$ cat src/logic/sfe_pkg.sv
package sfe_pkg;

  // Opcodes
  localparam logic [7:0] CMD_SET_WRITE_LATCH = 8'h06;
  localparam logic [7:0] CMD_ERASE_64K       = 8'hd8;
  localparam logic [7:0] CMD_ERASE_ARRAY     = 8'hc7;
  localparam logic [7:0] CMD_STATUS_READ     = 8'h05;

  // Array geometry
  localparam int ADDR_W       = 19;
  localparam int BLOCK_SHIFT  = 16;
  localparam int BLOCK_W      = ADDR_W - BLOCK_SHIFT;
  localparam int FRAME_BITS_B = 32;
  localparam int FRAME_BITS_C = 8;

  // Status bit positions
  localparam int ST_WIP = 0;
  localparam int ST_WEL = 1;

  // Erase time and derived cycle count
  localparam int ERASE_TIME_MS  = 10;
  localparam int CLK_MHZ        = 100;
  localparam int ERASE_CYCLES   = ERASE_TIME_MS * 1000 * CLK_MHZ;

  // Synchronised link pins
  typedef struct packed {
    logic sel_b;
    logic sck;
    logic sdi;
  } sfe_link_s;

  typedef enum logic [1:0] {
    SFE_IDLE  = 2'b00,
    SFE_ERASE = 2'b01
  } sfe_state_e;

endpackage

$ cat src/logic/sfe_erase.sv
`timescale 1ns/1ns
// Contract
// - A block erase clears exactly one 64 KByte block and leaves the others alone.
// - The write latch clears by itself when a block erase finishes.
// - The write latch clears by itself when a chip erase finishes.
// - A block-erase frame is the opcode and three address bytes while select is low.
// - A chip-erase frame is the opcode alone.
// - A block erase starts when select rises after its frame, else it is dropped.
// - A chip erase starts when select rises right after the opcode, else it is dropped.
// - A chip erase clears every location of the array, one block per cycle.
// - Erase timing runs from the core clock with no serial clock needed.
// - During an erase every command except the status read is ignored.
// - The busy bit is 1 during an erase and 0 after it.
// - Erasing sets all bits of the region to 1.
module sfe_erase #(
  parameter int ERASE_CYCLES = sfe_pkg::ERASE_CYCLES
) (
  // Clock and reset
  input  wire logic clock,
  input  wire logic rst_b,
  // Serial link pins
  input  wire logic sel_b,
  input  wire logic sck,
  input  wire logic serial_data_io,
  output logic      so,
  output logic      so_oe,
  // Array view and status
  input  wire logic [sfe_pkg::BLOCK_W-1:0] blk_query,
  output logic      [7:0]                  blk_fill,
  output logic                             operation_in_progress,
  output logic                             write_enable_latch
);

  localparam int NB = 2**sfe_pkg::BLOCK_W;

  // Two-stage synchronisers; stage one is read only by stage two
  sfe_pkg::sfe_link_s sy1_r, sy2_r, prev_r;
  always_ff @(posedge clock or negedge rst_b) begin
    if (!rst_b) begin
      sy1_r  <= '{sel_b: 1'b1, sck: 1'b0, sdi: 1'b0};
      sy2_r  <= '{sel_b: 1'b1, sck: 1'b0, sdi: 1'b0};
      prev_r <= '{sel_b: 1'b1, sck: 1'b0, sdi: 1'b0};
    end else begin
      sy1_r  <= '{sel_b: sel_b, sck: sck, sdi: serial_data_io};
      sy2_r  <= sy1_r;
      prev_r <= sy2_r;
    end
  end

  // Edge detection on synchronised pins
  wire sck_rise = sy2_r.sck & ~prev_r.sck;
  wire sck_fall = ~sy2_r.sck & prev_r.sck;
  wire sel_rise = sy2_r.sel_b & ~prev_r.sel_b;
  wire sel_fall = ~sy2_r.sel_b & prev_r.sel_b;
  wire active   = ~sy2_r.sel_b;

  // Frame shifter
  logic [31:0] shift_r;
  logic [5:0]  nbits_r;
  logic [5:0]  nbits_nxt;
  logic [31:0] shift_nxt;
  assign shift_nxt = {shift_r[30:0], sy2_r.sdi};
  assign nbits_nxt = (nbits_r == 6'h3f) ? nbits_r : nbits_r + 6'h01;
  always_ff @(posedge clock or negedge rst_b) begin
    if (!rst_b) begin
      shift_r <= '0;
      nbits_r <= '0;
    end else if (sel_fall) begin
      nbits_r <= '0;
    end else if (active && sck_rise) begin
      shift_r <= shift_nxt;
      nbits_r <= nbits_nxt;
    end
  end

  // Command decode at select rise; exact bit counts enforce frame shape
  wire [7:0] opc8  = shift_r[7:0];
  wire [7:0] opc32 = shift_r[31:24];
  wire is_set_write_latch_cmd  = sel_rise && nbits_r == 6'd8 && opc8 == sfe_pkg::CMD_SET_WRITE_LATCH;
  wire is_blk   = sel_rise && nbits_r == 6'(sfe_pkg::FRAME_BITS_B)
                  && opc32 == sfe_pkg::CMD_ERASE_64K;
  wire is_chip  = sel_rise && nbits_r == 6'(sfe_pkg::FRAME_BITS_C)
                  && opc8 == sfe_pkg::CMD_ERASE_ARRAY;
  wire [sfe_pkg::BLOCK_W-1:0] blk_sel =
    shift_r[sfe_pkg::BLOCK_SHIFT +: sfe_pkg::BLOCK_W];

  // Erase sequencer
  sfe_pkg::sfe_state_e state_r, state_nxt;
  logic [31:0] cnt_r;
  logic        chip_r;
  logic [sfe_pkg::BLOCK_W-1:0] tgt_r;
  logic        wel_r;
  wire busy     = (state_r == sfe_pkg::SFE_ERASE);
  wire start    = ~busy && wel_r && (is_blk || is_chip);
  wire done     = busy && (cnt_r == 32'(ERASE_CYCLES - 1));

  always_comb begin
    state_nxt = state_r;
    unique case (state_r)
      sfe_pkg::SFE_IDLE:  if (start) state_nxt = sfe_pkg::SFE_ERASE;
      sfe_pkg::SFE_ERASE: if (done)  state_nxt = sfe_pkg::SFE_IDLE;
      default:            state_nxt = sfe_pkg::SFE_IDLE;
    endcase
  end

  // Timer runs off core clock only, no serial activity needed
  always_ff @(posedge clock or negedge rst_b) begin
    if (!rst_b) begin
      state_r <= sfe_pkg::SFE_IDLE;
      cnt_r   <= '0;
      chip_r  <= 1'b0;
      tgt_r   <= '0;
    end else begin
      state_r <= state_nxt;
      cnt_r   <= (start || done) ? 32'h0000_0000 : (busy ? cnt_r + 32'h0000_0001 : cnt_r);
      if (start) begin
        chip_r <= is_chip;
        tgt_r  <= blk_sel;
      end
    end
  end

  // Write latch: set by command when idle, cleared by erase completion
  always_ff @(posedge clock or negedge rst_b) begin
    if (!rst_b)               wel_r <= 1'b0;
    else if (done)            wel_r <= 1'b0;
    else if (is_set_write_latch_cmd && !busy) wel_r <= 1'b1;
  end

  // Array write-back at completion, one block per cycle for a chip erase
  logic       wipe_r;
  logic [sfe_pkg::BLOCK_W-1:0] wipe_idx_r;
  always_ff @(posedge clock or negedge rst_b) begin
    if (!rst_b) begin
      wipe_r     <= 1'b0;
      wipe_idx_r <= '0;
    end else if (done) begin
      wipe_r     <= 1'b1;
      wipe_idx_r <= chip_r ? '0 : tgt_r;
    end else if (wipe_r) begin
      wipe_r     <= chip_r && (wipe_idx_r != sfe_pkg::BLOCK_W'(NB - 1));
      wipe_idx_r <= wipe_idx_r + sfe_pkg::BLOCK_W'(1);
    end
  end

  // Block memory: a word per block, 8'hff means fully erased
  sfe_block_mem #(.AW(sfe_pkg::BLOCK_W), .DW(8)) u_mem (
    .clock  (clock),
    .rst_b  (rst_b),
    .wr_en  (wipe_r),
    .wr_addr(wipe_idx_r),
    .wr_data(8'hff),
    .rd_addr(blk_query),
    .rd_data(blk_fill)
  );

  // Status read output: shift status MSb first on falling edges
  wire       is_status_read_cmd = active && nbits_r == 6'd8 && opc8 == sfe_pkg::CMD_STATUS_READ;
  wire [7:0] status  = 8'({wel_r, busy});
  logic [7:0] sout_r;
  logic       soe_r;
  logic       rd_arm_r;
  always_ff @(posedge clock or negedge rst_b) begin
    if (!rst_b) begin
      sout_r   <= '0;
      soe_r    <= 1'b0;
      rd_arm_r <= 1'b0;
    end else if (!active) begin
      soe_r    <= 1'b0;
      rd_arm_r <= 1'b0;
    end else if (is_status_read_cmd && !rd_arm_r) begin
      rd_arm_r <= 1'b1;
      sout_r   <= status;
    end else if (rd_arm_r && sck_fall) begin
      soe_r  <= 1'b1;
      sout_r <= soe_r ? {sout_r[6:0], sout_r[7]} : sout_r;
    end
  end

  assign so                    = sout_r[7];
  assign so_oe                 = soe_r;
  assign operation_in_progress = busy;
  assign write_enable_latch    = wel_r;
endmodule // sfe_erase

$ cat src/logic/sfe_block_mem.sv
`timescale 1ns/1ns
// Per-block erase bookkeeping: one word per 64 KByte block, registered read
module sfe_block_mem #(
  parameter int AW = 3,
  parameter int DW = 8
) (
  // Clock and reset
  input  wire logic          clock,
  input  wire logic          rst_b,
  // Write port
  input  wire logic          wr_en,
  input  wire logic [AW-1:0] wr_addr,
  input  wire logic [DW-1:0] wr_data,
  // Read port
  input  wire logic [AW-1:0] rd_addr,
  output logic      [DW-1:0] rd_data
);

  logic [DW-1:0] mem_r [2**AW];

  // Storage, all blocks start as holding data so an erase is visible
  always_ff @(posedge clock or negedge rst_b) begin
    if (!rst_b) begin
      for (int i = 0; i < 2**AW; i++) mem_r[i] <= '0;
    end else if (wr_en) begin
      mem_r[wr_addr] <= wr_data;
    end
  end

  // Registered read
  always_ff @(posedge clock or negedge rst_b) begin
    if (!rst_b) rd_data <= '0;
    else        rd_data <= mem_r[rd_addr];
  end

endmodule // sfe_block_mem

$ cat config.mk
export PLATFORM = sky130hd
export DESIGN_NAME = sfe_erase
export DESIGN_NICKNAME = d
export VERILOG_FILES = /design/src/logic/sfe_pkg.sv /design/src/logic/sfe_erase.sv /design/src/logic/sfe_block_mem.sv
export SDC_FILE = /design/constraint.sdc
export NUM_CORES = 1
export LEC_CHECK = 0
export BUFFER_PORTS_ARGS = -buffer_cell sky130_fd_sc_hd__buf_2
export CAP_MARGIN = 10
export CORE_MARGIN = 4
export CORE_UTILIZATION = 40
export CTS_CLUSTER_DIAMETER = 150
export DETAILED_ROUTE_END_ITERATION = 7
export MAX_ROUTING_LAYER = met4
export SYNTH_ARGS = -nofsm -noshare
export SYNTH_HDL_FRONTEND = slang
export SYNTH_HIERARCHICAL = 1
export SYNTH_SLANG_ARGS = --single-unit
$ cat constraint.sdc
create_clock -name clock -period 1.9 [get_ports clock]
set_input_delay 0.095 -clock clock [delete_from_list [all_inputs] [get_ports clock]]
set_output_delay 0.095 -clock clock [all_outputs]
set_load 0.02 [all_outputs]
==> results list, run 1 <==
* Run status: finished, violations left
* Failing checks: negative setup slack
- Dividing the final minimum period by the clock period gives 1.02.
- After detailed routing, the average wire length per cell comes to 14.8 um.
* Yosys cell types: 50
* Cell count after placement: 874
* Max-slew violation total from the final report: 0
* Beginning of the worst register-to-register path: nbits_r[1]
* Crit path max fanout: 6
- Kind of critical path: register to register
* Dominant synthesized flop cell: sky130_fd_sc_hd__dfrtp_1
- TritonCTS built the clock tree.
- 1st-pass router iterations: 4
* First-pass GRT wire length: 23100 um
- Initial Util: 0.411
- The worst setup path is captured at a register.
- Gate count after technology mapping: 544
- After synthesis, the largest family of logic cells by area is multiplexers.
- The finished layout holds 917 standard cells, fillers aside.
- For this run, the share of the core covered by cells in the final layout is 0.502.
- Die Footprint: 0.0210 mm2
* Crit path launch: nbits_r[1]
- Htree depth: 4
* Hold_ws: 0.0704 ns
- Synth Area in Compound Gates: 0.0129
- The min-delay analysis places its worst path in the category primary input to register.
- Measured in cells, the most critical reg-to-reg path has a length of 8.
- During placement, the flow inserted port buffers numbering 19.
- Net count, final: 688
- DIE WIDTH: 145 um
- Setup slack of the critical path after layout: -0.0324 ns
- Global-route total usage across every layer: 0.145
- Synth top area share: 0.558
- The root buffer cell chosen for the clock tree is sky130_fd_sc_hd__clkbuf_16.
* Post-synthesis instance area: 0.00749 mm2
* Share of async-settable or async-resettable flops after synthesis: 1.00
* Cell type with the highest aggregate area in the netlist: sky130_fd_sc_hd__dfrtp_1
* Number of global-route vias before repair: 4650
- The critical path ends at sout_r[5].
* Remaining global-route overflow: 0
- 0 antenna diodes ended up in the layout.
- Signed area change from the synthesized netlist to the final layout: 22.0%
- Yosys printed 6 warnings.
- I/O pin count: 20
* Number of failing setup endpoints in the final timing report: 11
* Share of synthesized cell area in full adder, half adder and majority cells: 0.00835
- Average cell area after synthesis: 13.8 um2
* Worst supply voltage drop on vdd: 0.559 mV
- Most frequent cells after synthesis: sky130_fd_sc_hd__dfrtp_1 (167), sky130_fd_sc_hd__mux2_2 (107), sky130_fd_sc_hd__nor2_1 (56)
* Xor/xnor share of the synthesized area: 0.0433
- In this run the critical register-to-register path is captured at sout_r[5].
- The share of the Yosys chip area taken by registers is 0.569.
- By area the synthesized netlist is led by sky130_fd_sc_hd__dfrtp_1 (56%), sky130_fd_sc_hd__mux2_2 (16%), sky130_fd_sc_hd__mux4_1 (5.3%), sky130_fd_sc_hd__xor2_1 (3.5%), sky130_fd_sc_hd__nor2_1 (2.8%).
* Fraction of final layout cells with drive strength greater than 1: 0.333
- The die is 145 um tall.
* Max clock buf depth: 2
- The layout has 1561 filler cells.
- Post-detailed-route DRC marker count: 0
* Time the final worst path needs with I/O delays and setup: 1.93 ns
* Maxcap violations: 0
* Largest net degree at the start of global routing: 50
- Post-synthesis share of cell area spent on and, or, nand and nor gates: 0.114
- STA classifies the critical path startpoint as a register.
* Antenna violations before repair: 0
* Detailed Route WL: 13600 um
- DP HPWL: 8810 um
- The first routing iteration left 148 violations.
- Timing would allow up to 518 MHz.
* Setup repair after global routing missed its margin: true
* Data arrival at the endpoint of the critical path: 2.25 ns
* Clock tree sinks: 170
- DRT antenna net count: 0
- Summing over every cut layer, the via total after detailed routing is 4450.
- Timing analysis after detailed placement gives a worst setup slack of -0.142 ns.
* Power per cell area: 849 mW/mm2
- Reg clk slew, reported paths: 0.06 ns
* Worst-case clock skew: 0.00599 ns
- Vias per inst: 4.85
- The region available for standard cell placement spans 0.0182 mm2.
- Buffers inserted during clock tree synthesis total 17.
- The count of final hold-check violations was 0.
- In the post-synthesis netlist, the cell with the most instances is sky130_fd_sc_hd__dfrtp_1.
- For the final routed database, the setup TNS stands at -0.211 ns.
- Worst setup slack for register-to-register paths: -0.03 ns
- Data on the critical path is required at its endpoint by 2.21 ns.
- The synthesized design contains 170 register bits.
* Num rows: 49
- Summed over all cells, the static leakage comes to 4.40 nW.
- The later pin in the worst-skew pair is clocked with a latency of 0.42 ns.
- Multiplexer share of the synthesized area: 0.231
* EDFF count, synth: 0
- Final GP Congestion: 0.814
## power by group
group / internal, mW / total, mW / switching (mW)
sequential: 3.73 / 3.79 / 0.0681
combinational: 0.223 / 0.438 / 0.215
clock: 2.09 / 3.53 / 1.44
total: 6.04 / 7.76 / 1.72
## metal layers
layer  wire (um)  vias up  global-route usage
li1            -     2160                   -
met1        6250     2241               0.182
met2        6820       40               0.232
met3         378        9              0.0388
met4         153        0              0.0447
met5           0        -                   -
## flip-flops by register name, summed over array words and instances (netlist names), 2 cells and up
signal and flops:
sy1_r 3, tgt_r 3, u_mem/rd_data 8, sout_r 8
wipe_idx_r 3, sy2_r 2, prev_r 2, cnt_r 32
u_mem/mem_r 64, shift_r 32, nbits_r 6
## kinds of logic after synthesis
group | after synthesis
buffers and inverters | 29
other | 1
DFF | 170
muxes | 134
and+or+nand+nor | 153
adders and majority gates | 5
xor gates and xnor gates | 37
AOI/OAI and AO/OA | 15
## worst min-delay path by stage
stage,from,endpoint,slack [ns],cells after the start
floorplan,rst_b,chip_r,-0.20,0
global placement,rst_b,u_mem/mem_r[6],0.04,1
detailed placement,rst_b,u_mem/mem_r[6],0.05,1
CTS,blk_query[1],u_mem/rd_data[5],0.04,2
global route,blk_query[1],u_mem/rd_data[2],0.06,2
finish,blk_query[1],u_mem/rd_data[2],0.07,2
## placed cells by master, fill, tap and decap left out, types with 5 or more instances in the layout
| cell | instances |
|---|---|
| sky130_fd_sc_hd__mux2i_1 | 11 |
| sky130_fd_sc_hd__nand3_1 | 15 |
| sky130_fd_sc_hd__nor4_1 | 5 |
| sky130_fd_sc_hd__clkbuf_16 | 17 |
| sky130_fd_sc_hd__a21oi_1 | 5 |
| sky130_fd_sc_hd__nand2_1 | 15 |
| sky130_fd_sc_hd__and3_1 | 5 |
| sky130_fd_sc_hd__xor2_1 | 30 |
| sky130_fd_sc_hd__buf_12 | 6 |
| sky130_fd_sc_hd__nor2_1 | 55 |
| sky130_fd_sc_hd__mux4_1 | 15 |
| sky130_fd_sc_hd__xnor2_1 | 7 |
| sky130_fd_sc_hd__dfrtp_1 | 166 |
| sky130_fd_sc_hd__nand4_1 | 15 |
| sky130_fd_sc_hd__buf_4 | 42 |
| sky130_fd_sc_hd__nor3_1 | 5 |
| sky130_fd_sc_hd__mux2_2 | 107 |
| sky130_fd_sc_hd__buf_2 | 18 |
| sky130_fd_sc_hd__conb_1 | 64 |
## critical path: stages (launching register included)
cell,delay (ns)
sky130_fd_sc_hd__dfrtp_1,0.39
sky130_fd_sc_hd__inv_2,0.08
sky130_fd_sc_hd__ha_4,0.12
sky130_fd_sc_hd__nor3b_4,0.17
sky130_fd_sc_hd__nand4b_1,0.18
sky130_fd_sc_hd__or4_4,0.47
sky130_fd_sc_hd__nor3_4,0.20
sky130_fd_sc_hd__buf_6,0.15
sky130_fd_sc_hd__nor2_1,0.04
## area by class of cell
type / count / area [um2] / share of cell area
clock inverter: 13 / 166 / 0.0182
clock buffer: 19 / 433 / 0.0474
timing repair buffer: 73 / 599 / 0.0656
sequential: 170 / 4260 / 0.466
multi-input combinational: 408 / 3370 / 0.369
inverter: 5 / 18.8 / 0.00205
tap: 229 / 287 / 0.0314
## timing repair
item / in CTS / in global routing
pin swaps: 2 / 1
setup buffers: 3 / 4
resized for setup: 3 / 11
hold buffers: 4 / 0
endpoints found under the hold margin: 135 / 0
endpoints found under the setup margin: 43 / 47
## stage by stage
step,power [mW],area [um2]
3_5_place_dp,4.26,8380
3_3_place_gp,4.24,8380
6_report,7.76,9140
4_1_cts,7.85,9060
5_1_grt,8.10,9140
2_1_floorplan,4.07,7730
Power figures use the tool's default switching activity.
==> run 2, diff against run 1 <==
CELL_PAD_IN_SITES_DETAIL_PLACEMENT = 0   (was default)
CELL_PAD_IN_SITES_GLOBAL_PLACEMENT = 2   (was default)
PLACE_DENSITY_LB_ADDON = 0.1   (was default)
clock period = 2.4 ns   (was 1.9 ns; I/O delays follow)
==> run 2 against run 1 <==
  * The flow now finishes without violations
  * Clock skew increased by 0.0058 ns
  * First-iteration DRC count increased by 32%
  * Final area decreased by 4.3%
  * Largest power group unchanged
  * Via count decreased by 2.8%
  * Register-to-register slack improved by 0.26 ns
  * Power decreased by 24%
  * Die area unchanged
  * Routed wire length increased by 0.27%
  * Hold slack improved by 0.060 ns
  * Final cell count decreased by 3.7%
  * Clock power decreased by 27%
==> results list, run 2 (same netlist as run 1, synthesis figures left out) <==
- Setup repair after global routing left no endpoint under its margin.
* Fraction of final layout cells with drive strength greater than 1: 0.283
- Die Footprint: 0.0210 mm2
- Number of global-route vias before repair: 4728
* Crit path launch: nbits_r[0]
- Walking the worst path, the cells encountered are inv_1 > ha_1 > nor3b_2 > nand4b_1 > or4_4 > nor3_4 > mux2i_1.
- IR analysis of the VDD net gives a maximum drop of 0.480 mV.
- The setup path with the least slack is of type register to register.
- Global-route total usage across every layer: 0.151
* Clock tree sinks: 170
- Input and output buffers added on the ports amount to 19.
* Net count, final: 654
* Crit path capture: sout_r[0]
- Across the run, the number of max-cap violations was 0.
* Number of diodes: 0
- Run status: finished, final reports clean
* Crit path max fanout: 8
- Measured in cells, the most critical reg-to-reg path has a length of 7.
- Dividing the detail-routed wire length by the instance count gives 15.4 um.
* Critical path required time: 2.75 ns
- Worst Setup End Kind: register
- Final hold vios: 0
- TritonCTS built the clock tree.
- DRT antenna net count: 0
- The analysis attributes to cell leakage a power of 4.18 nW.
- Reg clk slew, reported paths: 0.07 ns
- Most frequent standard cell in the layout excluding fill and tap cells: sky130_fd_sc_hd__dfrtp_1
- Placeable core region: 0.0182 mm2
- The routed design has 13600 um of wire.
* Hold_ws: 0.130 ns
* Max-slew violation total from the final report: 0
- The detailed router finished its first iteration with 196 violations.
- Routed vias: 4327
* Beginning of the worst register-to-register path: nbits_r[0]
* Antenna violations before repair: 0
- Power per cell area: 672 mW/mm2
- Clock latency at the later pin of the worst-skew pair: 0.43 ns
- In the routed layout, each cell is associated on average with a via count of 4.90.
- The congestion estimate from routability-driven global placement came to 0.746.
- Detailed placement ended at an HPWL of 8990 um.
- Total of cells resized after clock tree synthesis: 0
* Critical path depth: 7
- The first global-routing pass estimated 23900 um of wire.
- Counting tap cells, the placed design contains a total of 847 instances.
* Cts bufs inserted: 17
- Leaving out fill and tap cells, the most frequent cells in the layout are sky130_fd_sc_hd__dfrtp_1 (167), sky130_fd_sc_hd__mux2_2 (107), sky130_fd_sc_hd__conb_1 (64).
* Htree depth: 4
- Highest clock rate: 461 MHz
* Setup TNS: 0 ns
- Number of failing setup endpoints in the final timing report: 0
* Data arrival at the endpoint of the critical path: 2.53 ns
- The min-delay analysis places its worst path in the category primary input to register.
- After global routing the overflow that remains totals 0.
- Register bank with the most flops: u_mem/mem_r
- Critical Path Slowest Stage Cell: sky130_fd_sc_hd__or4_4
- Biggest registers after layout: u_mem/mem_r x64, cnt_r x32, shift_r x32
- Setup repair bufs after CTS: 0
* Worst setup slack for register-to-register paths: 0.23 ns
* Transition time of the tightest slew-check pin: 0.664 ns
- Worst-case clock skew: 0.0118 ns
- CTS root buffer: sky130_fd_sc_hd__clkbuf_16
- In this run the deepest clock path goes through 2 buffers.
* Number of flip-flops in the largest register: 64
- 1st-pass router iterations: 4
- The floorplan step set the die width to 145 um.
- The worst register-to-register path ends at sout_r[0].
- After floorplanning, the core was divided into 49 placement rows.
- Die height: 145 um
* Signed area change from the synthesized netlist to the final layout: 16.8%
* Family with the most delay on the worst path: simple AND/OR/NAND/NOR gates
- Pin placement for this block handled 20 I/O pins.
- Share of the clock period used by the worst path after layout: 0.904
- The number of buffers and inverters on the critical path is 1.
- The worst setup path is launched from a register.
* Post-detailed-route DRC marker count: 0
* Initial Util: 0.411
* Time the final worst path needs with I/O delays and setup: 2.17 ns
- The worst pin sits at a relative slew slack of 0.556.
- Post-route insts no fill: 883
- Entering global routing, the biggest net connects 69 pins.
- Largest incremental delay on the critical path: 0.55 ns
## run 2: how the worst min path moves through the flow
| stage | cells past startpoint | slack, ns | endpoint | start |
|---|---|---|---|---|
| after floorplan | 0 | -0.18 | chip_r | rst_b |
| after global placement | 1 | 0.17 | cnt_r[25] | rst_b |
| after detailed placement | 1 | 0.17 | cnt_r[25] | rst_b |
| after CTS | 2 | 0.12 | u_mem/rd_data[5] | blk_query[1] |
| after global routing | 2 | 0.12 | u_mem/rd_data[5] | blk_query[1] |
| final | 2 | 0.13 | u_mem/rd_data[5] | blk_query[1] |
## run 2: final cells by class
cell class,count,area [um2]
Multi-Input combinational cell,408,3320
Clock buffer,19,433
Tap cell,229,287
Inverter,5,18.8
Timing Repair Buffer,39,312
Fill cell,1604,9460
Clock inverter,13,119
Sequential cell,170,4260
## run 2: what timing repair did
item                                   CTS  global route
setup endpoints to repair                0             0
endpoints found under the hold margin   67             0
hold buffers                             4             0
## run 2: per-stage QoR
| step | utilization | total power, mW | setup WS (ns) | cell area [um2] |
|---|---|---|---|---|
| floorplan | - | 3.22 | 0.403 | 7720 |
| global placement | 0.448 | 3.34 | 0.295 | 8150 |
| detailed placement | 0.448 | 3.35 | 0.230 | 8150 |
| CTS | 0.480 | 5.97 | 0.209 | 8740 |
| global route | 0.480 | 6.13 | 0.0108 | 8740 |
| finish | 0.480 | 5.88 | 0.229 | 8740 |
## run 2: per-layer routing
metal	GRT usage	up-vias	routed length, um	part of all wire
met4	0.0447	0	145	0.011
li1	-	2090	-	-
met3	0.0355	14	328	0.024
met2	0.230	28	6490	0.48
met1	0.203	2195	6660	0.49
met5	-	-	0	0
## run 2: where the power goes
| group | internal, mW | leakage [nW] | switching [mW] |
|---|---|---|---|
| clock | 1.43 | 0.260 | 1.15 |
| sequential | 2.95 | 2.26 | 0.0550 |
| combinational | 0.135 | 1.66 | 0.153 |
| total | 4.52 | 4.18 | 1.36 |
